--- config.mk ---
export PLATFORM = sky130hd
export DESIGN_NAME = obsp_slave_flat
export DESIGN_NICKNAME = d
export VERILOG_FILES = /design/src/verilog/obsp_pkg.sv /design/src/verilog/obsp_if.sv /design/src/verilog/obsp_slave.sv /design/src/flat_wrapper.sv
export SDC_FILE = /design/constraint.sdc
export NUM_CORES = 1
export LEC_CHECK = 0
export ABC_AREA = 1
export BUFFER_PORTS_ARGS = -buffer_cell sky130_fd_sc_hd__buf_2
export CORE_AREA = 5 5 212 214
export CTS_BUF_LIST = sky130_fd_sc_hd__clkbuf_16
export CTS_CLUSTER_SIZE = 40
export DETAILED_ROUTE_END_ITERATION = 12
export DIE_AREA = 0 0 217 219
export PLACE_DENSITY = 0.75
export SLEW_MARGIN = 25
export SYNTH_ARGS = -nofsm -noshare
export SYNTH_HDL_FRONTEND = slang
export SYNTH_SLANG_ARGS = --single-unit
--- constraint.sdc ---
create_clock -name clock -period 1.5 [get_ports clock]
set_clock_uncertainty 0.1 [all_clocks]
set_input_delay 0.075 -clock clock [delete_from_list [all_inputs] [get_ports clock]]
set_output_delay 0.075 -clock clock [all_outputs]
set_load 0.02 [all_outputs]
--- src/verilog/obsp_pkg.sv ---
/*
 * obsp_pkg: shared widths, polarity levels and reset values for the
 * on-chip bus slave port (read path) and its interconnect end.
 * assumes: one global clock, synchronous active-high reset.
 */
package obsp_pkg;
    localparam int ADDR_W_DEF  = 4;
    localparam int DATA_W_DEF  = 32;
    localparam int BE_W_DEF    = 4;
    localparam int ADDR_W_MAX  = 32;
    localparam int DATA_W_MAX  = 32;
    // active-low strobes: asserted level
    localparam logic STROBE_ON  = 1'b0;
    localparam logic STROBE_OFF = 1'b1;
    localparam logic FLAG_RST   = 1'b0;
    localparam int   BYTE_W     = 8;
endpackage : obsp_pkg

--- src/verilog/obsp_if.sv ---
/*
 * obsp_if: slave port signal set between the interconnect and a slave.
 * assumes: both ends clocked by the same global clock outside.
 */
`timescale 1ns/1ps
interface obsp_if #(
    parameter int ADDR_W = obsp_pkg::ADDR_W_DEF,
    parameter int DATA_W = obsp_pkg::DATA_W_DEF,
    parameter int BE_W   = obsp_pkg::BE_W_DEF
);
    logic              chip_sel;
    logic [ADDR_W-1:0] address;
    logic              begin_xfer;
    logic [BE_W-1:0]   byte_en_n;
    logic              read_n;
    logic [DATA_W-1:0] read_data;
    logic              write_n;
    logic [DATA_W-1:0] write_data;
    logic              read_valid;
    logic              wait_req;
    logic              ready_for_data;
    logic              data_avail;
    logic              end_of_packet;
    logic              irq;
    logic              reset_req;

    modport ic (
        output chip_sel, address, begin_xfer, byte_en_n, read_n, write_n, write_data,
        input  read_data, read_valid, wait_req, ready_for_data, data_avail,
               end_of_packet, irq, reset_req
    );
    modport slv (
        input  chip_sel, address, begin_xfer, byte_en_n, read_n, write_n, write_data,
        output read_data, read_valid, wait_req, ready_for_data, data_avail,
               end_of_packet, irq, reset_req
    );
endinterface : obsp_if

--- src/verilog/obsp_slave.sv ---
/*
 * obsp_slave: slave end of the bus port. a small register array answers
 * zero-wait reads combinationally and takes single-cycle writes.
 * assumes: interconnect drives address/strobes registered, select combinational.
 */
`timescale 1ns/1ps
// Notes on behaviour
// - all transfers synchronous to the single clock
// - ignore every input unless selected
// - interconnect supplies 1..32 bit address; this slave refuses ADDR_W above 12
// - begin marker only in first cycle
// - byte-lane mask 0, 2 or 4 bits
// - read strobe and read data together
// - write strobe and write data together
// - read-valid only for variable latency slaves
// - stall output when cannot answer immediately
// - streaming ready-for-data output
// - streaming data-available output
// - streaming end-of-packet output
// - interrupt asserted when service needed
// - reset request resets whole system
// - read, write, byte strobes active low
// - tolerate back-to-back select and read held
// - read starts one edge, ends next, zero wait
// - read data combinational from addressed location
// - interconnect presents address then combinational select
// - interconnect samples read data next edge
// - full width word, no latency
// - never start on select or strobe edges
// - outputs may be undefined while unselected
module obsp_slave #(
    parameter int ADDR_W = obsp_pkg::ADDR_W_DEF,
    parameter int DATA_W = obsp_pkg::DATA_W_DEF,
    parameter int BE_W   = obsp_pkg::BE_W_DEF
) (
    // clock and reset
    input  wire logic  clock,
    input  wire logic  reset,
    // bus side
    obsp_if.slv        bus,
    // user side
    input  wire logic  irq_set,
    input  wire logic  irq_clear,
    input  wire logic  sys_reset_ask,
    output logic       last_write_pulse,
    output logic [DATA_W-1:0] reg0_value
);
    localparam int DEPTH = 1 << ADDR_W;

    // elaboration checks: refuse sizes the array or the lanes cannot serve
    if (ADDR_W < 1 || ADDR_W > obsp_pkg::ADDR_W_MAX) begin : g_bad_addr
        $error("bad ADDR_W");
    end
    // the word array is built from flops, so deep maps are refused
    if (ADDR_W > 12) begin : g_too_deep
        $error("ADDR_W too deep for flop array");
    end
    if (DATA_W < 1 || DATA_W > obsp_pkg::DATA_W_MAX) begin : g_bad_data
        $error("bad DATA_W");
    end
    if (!(BE_W == 0 || BE_W == 2 || BE_W == 4)) begin : g_bad_be
        $error("bad BE_W");
    end
    if (BE_W != 0 && BE_W * obsp_pkg::BYTE_W != DATA_W) begin : g_be_mismatch
        $error("BE_W mismatch");
    end

    typedef struct packed {
        logic [DEPTH-1:0][DATA_W-1:0] mem;
        logic                         irq;
        logic                         reset_req;
        logic                         wr_pulse;
    } obsp_slv_state_t;

    obsp_slv_state_t st_r;
    obsp_slv_state_t st_nxt;

    // one decode shared by the read path and the write merge
    function automatic logic [DATA_W-1:0] word_at(input obsp_slv_state_t s,
                                                  input logic [ADDR_W-1:0] a);
        return s.mem[a];
    endfunction : word_at

    function automatic logic [DATA_W-1:0] lane_merge(input logic [DATA_W-1:0] old_v,
                                                     input logic [DATA_W-1:0] new_v,
                                                     input logic [BE_W-1:0]   be_n);
        logic [DATA_W-1:0] res;
        res = new_v;
        for (int i = 0; i < BE_W; i++) begin
            if (be_n[i] != obsp_pkg::STROBE_ON) begin
                res[i*obsp_pkg::BYTE_W +: obsp_pkg::BYTE_W] =
                    old_v[i*obsp_pkg::BYTE_W +: obsp_pkg::BYTE_W];
            end
        end
        return res;
    endfunction : lane_merge

    logic wr_take;
    // level-sampled strobes every edge, no edge detection on select or strobe
    assign wr_take = bus.chip_sel && (bus.write_n == obsp_pkg::STROBE_ON);

    always_comb begin
        st_nxt = st_r;
        st_nxt.wr_pulse = 1'b0;
        if (wr_take) begin
            st_nxt.mem[bus.address] = lane_merge(word_at(st_r, bus.address), bus.write_data,
                                                 bus.byte_en_n);
            st_nxt.wr_pulse = 1'b1;
        end
        // set wins over clear
        if (irq_clear) st_nxt.irq = 1'b0;
        if (irq_set) st_nxt.irq = 1'b1;
        st_nxt.reset_req = sys_reset_ask;
        if (reset) begin
            st_nxt.mem       = '0;
            st_nxt.irq       = obsp_pkg::FLAG_RST;
            st_nxt.reset_req = obsp_pkg::FLAG_RST;
            st_nxt.wr_pulse  = 1'b0;
        end
    end

    always_ff @(posedge clock) begin
        st_r <= st_nxt;
    end

    // zero-wait read: whole word straight from the array, held while selected
    // so back-to-back reads just follow the address
    always_comb begin
        bus.read_data = '0;
        if (bus.chip_sel && bus.read_n == obsp_pkg::STROBE_ON) begin
            bus.read_data = word_at(st_r, bus.address);
        end
    end

    // fixed zero latency: no stall, no read-valid; no streaming data path
    assign bus.read_valid     = 1'b0;
    assign bus.wait_req       = 1'b0;
    assign bus.ready_for_data = 1'b0;
    assign bus.data_avail     = 1'b0;
    assign bus.end_of_packet  = 1'b0;
    assign bus.irq            = st_r.irq;
    assign bus.reset_req      = st_r.reset_req;

    assign last_write_pulse = st_r.wr_pulse;
    assign reg0_value       = st_r.mem[0];
endmodule : obsp_slave

--- src/flat_wrapper.sv ---
// flat-port wrapper written by rule: the top's interface ports become plain ports
module obsp_slave_flat 
#(
    parameter int ADDR_W = obsp_pkg::ADDR_W_DEF,
    parameter int DATA_W = obsp_pkg::DATA_W_DEF,
    parameter int BE_W   = obsp_pkg::BE_W_DEF
)
  (clock, reset, irq_set, irq_clear, sys_reset_ask, last_write_pulse, reg0_value, bus_chip_sel, bus_address, bus_begin_xfer, bus_byte_en_n, bus_read_n, bus_write_n, bus_write_data, bus_read_data, bus_read_valid, bus_wait_req, bus_ready_for_data, bus_data_avail, bus_end_of_packet, bus_irq, bus_reset_req);
  obsp_if #(.ADDR_W(ADDR_W), .DATA_W(DATA_W), .BE_W(BE_W)) bus_i ();
  input  wire logic clock;
  input  wire logic reset;
  input  wire logic irq_set;
  input  wire logic irq_clear;
  input  wire logic sys_reset_ask;
  output logic last_write_pulse;
  output logic [DATA_W-1:0] reg0_value;
  input wire logic [$bits(bus_i.chip_sel)-1:0] bus_chip_sel;
  input wire logic [$bits(bus_i.address)-1:0] bus_address;
  input wire logic [$bits(bus_i.begin_xfer)-1:0] bus_begin_xfer;
  input wire logic [$bits(bus_i.byte_en_n)-1:0] bus_byte_en_n;
  input wire logic [$bits(bus_i.read_n)-1:0] bus_read_n;
  input wire logic [$bits(bus_i.write_n)-1:0] bus_write_n;
  input wire logic [$bits(bus_i.write_data)-1:0] bus_write_data;
  output wire logic [$bits(bus_i.read_data)-1:0] bus_read_data;
  output wire logic [$bits(bus_i.read_valid)-1:0] bus_read_valid;
  output wire logic [$bits(bus_i.wait_req)-1:0] bus_wait_req;
  output wire logic [$bits(bus_i.ready_for_data)-1:0] bus_ready_for_data;
  output wire logic [$bits(bus_i.data_avail)-1:0] bus_data_avail;
  output wire logic [$bits(bus_i.end_of_packet)-1:0] bus_end_of_packet;
  output wire logic [$bits(bus_i.irq)-1:0] bus_irq;
  output wire logic [$bits(bus_i.reset_req)-1:0] bus_reset_req;
  assign bus_i.chip_sel = bus_chip_sel;
  assign bus_i.address = bus_address;
  assign bus_i.begin_xfer = bus_begin_xfer;
  assign bus_i.byte_en_n = bus_byte_en_n;
  assign bus_i.read_n = bus_read_n;
  assign bus_i.write_n = bus_write_n;
  assign bus_i.write_data = bus_write_data;
  assign bus_read_data = bus_i.read_data;
  assign bus_read_valid = bus_i.read_valid;
  assign bus_wait_req = bus_i.wait_req;
  assign bus_ready_for_data = bus_i.ready_for_data;
  assign bus_data_avail = bus_i.data_avail;
  assign bus_end_of_packet = bus_i.end_of_packet;
  assign bus_irq = bus_i.irq;
  assign bus_reset_req = bus_i.reset_req;
  obsp_slave #(.ADDR_W(ADDR_W), .DATA_W(DATA_W), .BE_W(BE_W)) u_core (.clock(clock), .reset(reset), .bus(bus_i), .irq_set(irq_set), .irq_clear(irq_clear), .sys_reset_ask(sys_reset_ask), .last_write_pulse(last_write_pulse), .reg0_value(reg0_value));
endmodule
* After elaboration in Yosys (flattened, before gate mapping) *
Cells that the tools add are included.
Widths: inputs -> output; s select.

word-level totals
  bits in registers = 515
  bits in latches = 0
  memory bits (writable) = 0
  ROM bits = 0
  input bits = 49
  output and inout bits = 72
  word-level logic and storage cells = 44
  memories kept = 0

cells by class
  add/sub/neg operators = 0
  multiply operators = 0
  divide/modulo/power cells = 0
  magnitude comparators = 2
  eq/ne operators = 0
  shift-type cells = 0
  mux-type cells = 17
  bitwise logic cells = 2
  reduce and logical (&&, ||, !) cells = 4

operators by type and width
  cell                count
  $bwmux 512          1
  $bmux 32 s4         1
  $demux 32 s4        1
  $mux 32             3
  $mux 8              8
  $lt 4x5->1 const B  1
  $ge 4x1->1 const B  1
  $logic_and 1x1->1   3
  $mux 1              3
  $not 1->1           2
  $reduce_bool 2->1   1

* Depth between registers and ports, before layout *
Gate-level depths: netlist of the first run.

  depth after elaboration = 5
  depth in mapped cells = 15
  gate-level depth less buffers = 11

* Worst setup path before layout of the first run *
OpenSTA, ideal clock, no wires.

  kind = input-to-reg
  start point = in bus_address[0]
  end point = reg u_core.st_r[468] (netlist name)
  setup time = 128 ps
  data arrival time = 1371 ps
  data required time = 1272 ps
  slack = -99 ps
  stages on the path = 15
  buffers on the path = 4
  cells stage by stage = buf_4 inv_2 buf_4 buf_4 nand2_1 nand2_1 nand2_1 nand2_1 nand2_1 nand2_1 nor2_1 nand2_1 nand2_1 buf_4 a21oi_1

between the ends
  cells in the longest elaborated chain, start to end = 5
  elaborated cells between the ends (all ways) = 10
  classes of those cells = order compare: 2; mux: 7; reduce/logical: 1

RTL lines
  what                                                                       line                                 text
  from (decl)                                                                flat_wrapper.sv:18                   input wire logic [$bits(bus_i.address)-1:0] bus_address;
  $lt 4x5->1 (implied by the code) (tied with other cells)                   obsp_slave.sv:106                    st_nxt.mem[bus.address] = lane_merge(word_at(st_r, bus.address), bus.write_data,
  $logic_and 1x1->1 (implied by the code) / $mux 32 (equally long branches)  obsp_slave.sv:106, obsp_slave.sv:81
  $mux 32 (implied by the code) / $mux 8 (equally long branches)             obsp_slave.sv:106, obsp_slave.sv:90
  $demux 32 s4 / $mux 8 (equally long branches)                              -
  $bwmux 512 *                                                               obsp_slave.sv:106
  to (signal assigned)                                                       obsp_slave.sv:123                    st_r <= st_nxt;
  to (decl)                                                                  obsp_slave.sv:75                     obsp_slv_state_t st_r;

Mark *: on every way between the ends. The rest lies on a longest branch, timed or not. The select of a mux whose other input is x is not followed.
A chain may end at the register's enable or synchronous reset.

* Worst setup path in the final report of the first run *
  start point = reg u_core.st_r[240] (netlist name)
  end point = out bus_read_data[13]

between the ends
  cells in the longest elaborated chain, start to end = 3

RTL lines
  what                           line                text
  $bmux 32 s4                    obsp_slave.sv:81    return s.mem[a];
  $mux 32 (implied by the code)  obsp_slave.sv:81
  $mux 32                        obsp_slave.sv:130   if (bus.chip_sel && bus.read_n == obsp_pkg::STROBE_ON) begin
  to (decl)                      flat_wrapper.sv:24  output wire logic [$bits(bus_i.read_data)-1:0] bus_read_data;

No other way between the ends. The select of a mux whose other input is x is not followed.

==> flow_summary.ini, run 1 <==
[critical_path]
cp_cell_sequence = nand2_1, nand2_1, nand2_1, nand2_1, nand2_1, nand2_1, nor2_2, buf_4, nor2_1, buf_4
worst_path_max_delay_cell = dfxtp_1
reg2reg_from = u_core.reg0_value[24]
ff2ff_setup_slack_ns = -0.19
r2r_cells = 13
crit_top_cell = nand2_1
critical_path_buf_inv_count = 2
required_ns = 1.32
worstPathMaxFanout = 2
critPathTopFamily = simple AND/OR/NAND/NOR gates
worst_setup_path_end_kind = primary output
worst-setup-path-type = reg2out
rr_endpoint = u_core.st_r[91]
worstPathArrival_ns = 1.82
path_depth = 10
slowest_delay_ns = 0.33
cp-start-kind = register

[routing]
drcViolationCount = 0
wirelength_mm = 80.4
via_count = 24700
detail_route.first_pass.iterations = 9
wl_per_cell_um = 19.4
drtIter0Drc = 3160
post_drt_via_cell_ratio = 5.96
ant_nets = 0

[place]
dpl_cell_area_um2 = 25700
place.gp.congestion = 0.865
port_buffers = 114
place_hpwl_mm = 44.4

[worst_hold_path]
min-delay-start = bus_byte_en_n[0]
worstHoldPathType = in2reg
hold_depth = 4
min_to = u_core.st_r[323]

[timing]
worst_pin_slew_ns = 0.538
slew_headroom_pct = 64.2
fin_crit_ns = 1.99
fin_ws_ns = -0.492
finalMaxSlewViolations = 0
rsz0062_at_grt = true
final_hold_viol_count = 0
clock.fmax_mhz = 502
whs_ns = 0.0174
finalSetupViolations = 198
fin_crit_sh_pct = 133

[floorplanning]
die_h_um = 219
die_w_um = 217
start_util_pct = 54.3
ios = 121
rows = 76
die-area_um2 = 47500
core-area_um2 = 42700

[global_route]
first_global_vias = 23000
grt_pass1_wl_mm = 120
grt.total_usage_pct = 30.5
grt_max_degree = 90
grt_antenna_before_repair = 0
grt_overflow = 0

[final_layout]
post-route-util_pct = 69.4
fillerInstances = 3205
final_nets = 3609
multi_input_area_um2 = 12500
regArea_um2 = 10500
drive_gt1_share_pct = 26.4
syn_to_final_growth_pct = 27.9
final_cell_area_um2 = 29600

[yosys]
syn_inst = 3412
synth.area.top_cells = dfxtp_1 44%, nand2_1 22%, a21oi_1 11%
synth-edff-count = 0
yosysSeqAreaShare_pct = 44.5
synthFlopType = dfxtp_1
syn_area_um2 = 23200
ys_top_cells_by_count = 1386 x nand2_1, 515 x dfxtp_1, 513 x a21oi_1, 487 x o21ai_0, 167 x clkbuf_1
yosys_warnings = 0
synth_seq_cells = 515
post-synth-top-count-cell = nand2_1
synth_top_area_share_pct = 44.5
yosys.area.top_type = dfxtp_1
avgSynthCellArea_um2 = 6.79
async_flop_share_pct = 0
synthDistinctLibCells = 22

[clocking]
numCtsBuffers = 52
clockBufferDepth = 3
cts.sinks = 515
worstSkewPairLatency_ns = 0.59
cts_tree = done
path_clk_slew_ns = 0.06
htree_levels = 2
root_buffer = clkbuf_16

[pwr]
ir_drop_v = 0.00100
p_leak_nw = 13.4
powerDensity_nw_per_um2 = 998

[run]
cap_viol_max_count = 0

[run_status]
violations = setup timing
status = finished, violations left
worst reg2reg max path, cell delays in order (launching register included):
cell and delay [ns]:
dfxtp_2 0.33, nand2_1 0.07, nand2_1 0.05, nand2_1 0.05, nand2_1 0.05, nand2_1 0.07, nand2_2 0.07, nor2_4 0.11
buf_6 0.13, buf_6 0.11, nand2_4 0.06, nand2_8 0.12, clkbuf_16 0.17, a21oi_1 0.08
state kept, by name, summed over array words and instances, names as in the netlist:
signal / flops
u_core.bus.reset_req: 1
u_core.reg0_value: 32
u_core.last_write_pulse: 1
u_core.bus.irq: 1
u_core.st_r: 480
metal layers:
metal  global-route usage [%]  routed length (um)
met1                     38.4               30300
met2                     51.6               38200
met3                     4.43                7660
met4                     15.0                4260
met5                        0                   0
per-stage QoR:
| step | instances | power [mW] | setup TNS (ns) | setup WS [ns] |
|---|---|---|---|---|
| after global routing | 4144 | 30.4 | -51.05 | -0.548 |
| after floorplan | 3416 | 15.7 | 0 | 0.00157 |
| after global placement | 3989 | 16.6 | -151.68 | -0.529 |
| after detailed placement | 3989 | 16.7 | -170.15 | -0.585 |
| after CTS | 4123 | 29.3 | -15.57 | -0.432 |
| final | 4145 | 29.6 | -23.21 | -0.492 |
report_power, final:
group	switching (mW)	internal, mW	leakage, nW
logic	1.87	1.10	8.36
registers	0.0936	13.9	4.25
clock network	5.53	7.13	0.810
total	7.49	22.1	13.4
placed cells by master (no fill, tap or decap), types with 2 or more instances in the layout:
| cell | netlist | layout |
|---|---|---|
| nand2_1 | 1386 | 1274 |
| o21ai_0 | 487 | 487 |
| a21oi_1 | 513 | 439 |
| dfxtp_1 | 515 | 336 |
| dfxtp_2 | 0 | 179 |
| buf_4 | 96 | 158 |
| nand2_2 | 24 | 111 |
| buf_12 | 0 | 83 |
| buf_2 | 50 | 80 |
| a21oi_2 | 0 | 72 |
| clkbuf_16 | 0 | 57 |
| nor2_4 | 7 | 54 |
| dlygate4sd3_1 | 0 | 40 |
| buf_6 | 2 | 40 |
| or2_2 | 33 | 33 |
| o21ai_1 | 25 | 25 |
| nand2_4 | 0 | 19 |
| clkinv_1 | 1 | 19 |
| nor2_2 | 11 | 17 |
| nand2_8 | 0 | 15 |
| nor2_1 | 67 | 14 |
| inv_1 | 5 | 8 |
| clkinv_2 | 0 | 8 |
| conb_1 | 1 | 5 |
| bufinv_16 | 0 | 5 |
| inv_2 | 5 | 4 |
| inv_8 | 0 | 2 |
| nand3_2 | 2 | 2 |
| nand3_4 | 2 | 2 |
| a21oi_4 | 0 | 2 |
| inv_6 | 0 | 2 |
what timing repair did:
action | CTS | global route
pin swaps | 112 | 114
gates cloned | 2 | 13
hold endpoints to repair | 484 | 0
setup buffers | 13 | 12
gates resized for setup | 293 | 276
hold buffers | 40 | 0
setup endpoints to repair | 298 | 511
worst max path at each step:
stage / from / to / slack (ns)
after floorplan: bus_address[0] / u_core.st_r[474] / 0.002
after global placement: bus_address[0] / u_core.st_r[99] / -0.53
after detailed placement: bus_address[0] / u_core.st_r[35] / -0.58
after CTS: u_core.st_r[452] / bus_read_data[1] / -0.43
after global routing: u_core.st_r[79] / bus_read_data[12] / -0.55
final: u_core.st_r[240] / bus_read_data[13] / -0.49
logic make-up (layout without fill, tap and decap cells):
| logic type | after synthesis | after routing | synth area share [%] |
|---|---|---|---|
| other | 1 | 6 | 0.0162 |
| AO/OA/AOI/OAI | 1025 | 1025 | 22.1 |
| AND/OR/NAND/NOR | 1533 | 1542 | 26.0 |
| flip-flops | 515 | 515 | 44.5 |
| buffers and inverters | 338 | 511 | 7.37 |
area by class of cell:
class,count,area share (%)
diodes,1,0.00845
flip-flops and latches,515,35.6
inverters,11,0.198
repair buffers,408,14.4
multi-input cells,2572,42.1
clock inverters,40,1.07
well taps,546,2.31
clock buffers,52,4.39
Power figures use the tool's default switching activity.
==> run 2: changes to the inputs <==
Settings changed: BUFFER_PORTS_ARGS -buffer_cell sky130_fd_sc_hd__buf_2 to default, DONT_BUFFER_PORTS from default to 1, PLACE_DENSITY 0.75 to 0.72.
==> run 2 against run 1 <==
The run still ends with setup timing left; critical endpoint is now bus_read_data[21]; sequential cell count stayed put; die area stayed put; core utilization is 3.1 points lower; largest cell class unchanged; final area is 4.5% lower.
==> flow_summary.ini, run 2 (synthesized netlist as in run 1, its figures left out) <==
[floorplanning]
die-area_um2 = 47500
rows = 76
die_h_um = 219
start_util_pct = 54.3
ios = 121
core-area_um2 = 42700
die_w_um = 217

[global_route]
grt.total_usage_pct = 29.7
grt_antenna_before_repair = 0
first_global_vias = 21900
grt_max_degree = 260
grt_pass1_wl_mm = 116
grt_overflow = 0

[pwr]
switching_share_pct = 25.2
cell_internal_pwr_mw = 21.5
power.share.sequential_pct = 48.6
powerDensity_nw_per_um2 = 1020
power_switching_mw = 7.25
ir_drop_v = 0.00104
combinationalPowerShare_pct = 8.3
p_total_mw = 28.7
clkPwrFrac_pct = 43.1
p_leak_nw = 12.6

[critical_path]
required_ns = 1.32
rr_endpoint = u_core.st_r[109]
worst-setup-path-type = in2out
reg2reg_from = u_core.st_r[109]
cp-start-kind = primary input
endpoint = bus_read_data[21]
crit_start = bus_address[0]
worst_setup_path_end_kind = primary output
worstPathMaxFanout = 259
ff2ff_setup_slack_ns = -0.21
r2r_cells = 13
worstPathArrival_ns = 2.18

[timing]
clock.fmax_mhz = 425
rsz0062_at_grt = true
finalSetupViolations = 544
finalMaxSlewViolations = 0
worst_pin_slew_ns = 1.29
fin_ws_ns = -0.854
slew_headroom_pct = 14.2
fin_crit_sh_pct = 157
fin_crit_ns = 2.35
final_hold_viol_count = 0
setup_tns_ns = -127.98

[clocking]
numCtsBuffers = 52
cts.sinks = 515
path_clk_slew_ns = 0.06
cts_tree = done
worstSkewPairLatency_ns = 0.60
clockBufferDepth = 3
htree_levels = 2
root_buffer = clkbuf_16

[routing]
wirelength_mm = 76.9
drcViolationCount = 0
wl_per_cell_um = 19.2
ant_nets = 0
post_drt_via_cell_ratio = 5.88
drtIter0Drc = 2967
via_count = 23500
detail_route.first_pass.iterations = 6

[run]
cap_viol_max_count = 0

[final_layout]
final_nets = 3459
largest_register_ffs = 480
final_cell_mix = 1297 x nand2_1, 487 x o21ai_0, 451 x a21oi_1, 382 x dfxtp_1, 133 x dfxtp_2
largest-register = u_core.st_r
fillerInstances = 3426
n_antenna_cell = 0
final_cell_area_um2 = 28300
mostFrequentLayoutCell = nand2_1
syn_to_final_growth_pct = 22.1
drive_gt1_share_pct = 20.5

[place]
dpl_cell_area_um2 = 24500
place.gp.congestion = 0.845
post-place-ws_ns = -0.477
port_buffers = 0
place_hpwl_mm = 42.1

[run_status]
status = finished, violations left
violations = setup timing

[worst_hold_path]
worstHoldPathType = in2reg
[run 2: cell types whose count changed in the layout (fill, tap and decap cells not counted), sizes merged]
cell and change:
buf -157, inv +10, clkinv -8, nand2 +8, bufinv -3, clkbuf -3
dlygate4sd3 +2, dlymetal6s4s +2, clkinvlp +1, diode -1
[run 2: worst max-delay path, stage by stage]
cell and delay (ns):
inv_8 0.53, buf_12 0.29, nand2_1 0.09, nand2_1 0.07
nand2_1 0.05, nand2_1 0.06, nand2_1 0.05, nand2_1 0.10
nor2_2 0.06, buf_4 0.13, nor2_2 0.11, buf_6 0.14
[run 2: area by class of cell]
type                            instances  area, um^2  share of cell area, %
Inverter                               11        58.8                  0.208
Tap cell                              546         683                   2.41
Timing Repair Buffer                  250        2910                   10.3
Sequential cell                       515       10500                   37.0
Multi-Input combinational cell       2580       12600                   44.5
Clock buffer                           54        1350                   4.78
Clock inverter                         40         236                  0.836
[run 2: power by group through the flow]
| stage | logic (mW) | registers (mW) | clock network, mW |
|---|---|---|---|
| after floorplan | 1.44 | 14.2 | 0 |
| after global placement | 1.77 | 14.2 | 0 |
| after detailed placement | 1.80 | 14.2 | 0 |
| after CTS | 2.00 | 13.9 | 12.4 |
| after global routing | 2.53 | 14.0 | 13.0 |
| final | 2.40 | 14.0 | 12.4 |
[run 2: timing repair]
item                                   CTS  global route
gates cloned                             1            18
hold buffers                            44             0
setup endpoints to repair              358           544
buffers inserted                         5            10
endpoints found under the hold margin  515             0
pin swaps                               59            90
resized for setup                      188           280
[run 2: worst min-delay path by stage]
stage | cells after the start | from | slack (ns) | to
2_1_floorplan | 1 | reset | 0.05 | u_core.bus.reset_req
3_3_place_gp | 1 | reset | 0.05 | u_core.bus.reset_req
3_5_place_dp | 1 | reset | 0.05 | u_core.bus.irq
4_1_cts | 4 | bus_address[1] | 0.01 | u_core.st_r[227]
5_1_grt | 8 | bus_address[1] | 0.05 | u_core.st_r[247]
6_report | 8 | bus_address[1] | 0.03 | u_core.st_r[78]
[run 2: through the flow]
stage          util, %  hold WS, ns  std cells
5_1_grt           66.3       0.0461       3996
4_1_cts           63.4       0.0105       3972
6_report          66.3       0.0290       3996
3_3_place_gp      57.5       0.0483       3833
3_5_place_dp      57.5       0.0501       3833
2_1_floorplan        -       0.0462       3416
[run 2: metal layers]
layer	routed length [um]	share of wire (%)	track usage (%)
met5	0	0	0
met4	3450	4.5	13.5
met3	6550	8.5	4.21
met2	36500	47	49.6
met1	30400	40	38.3
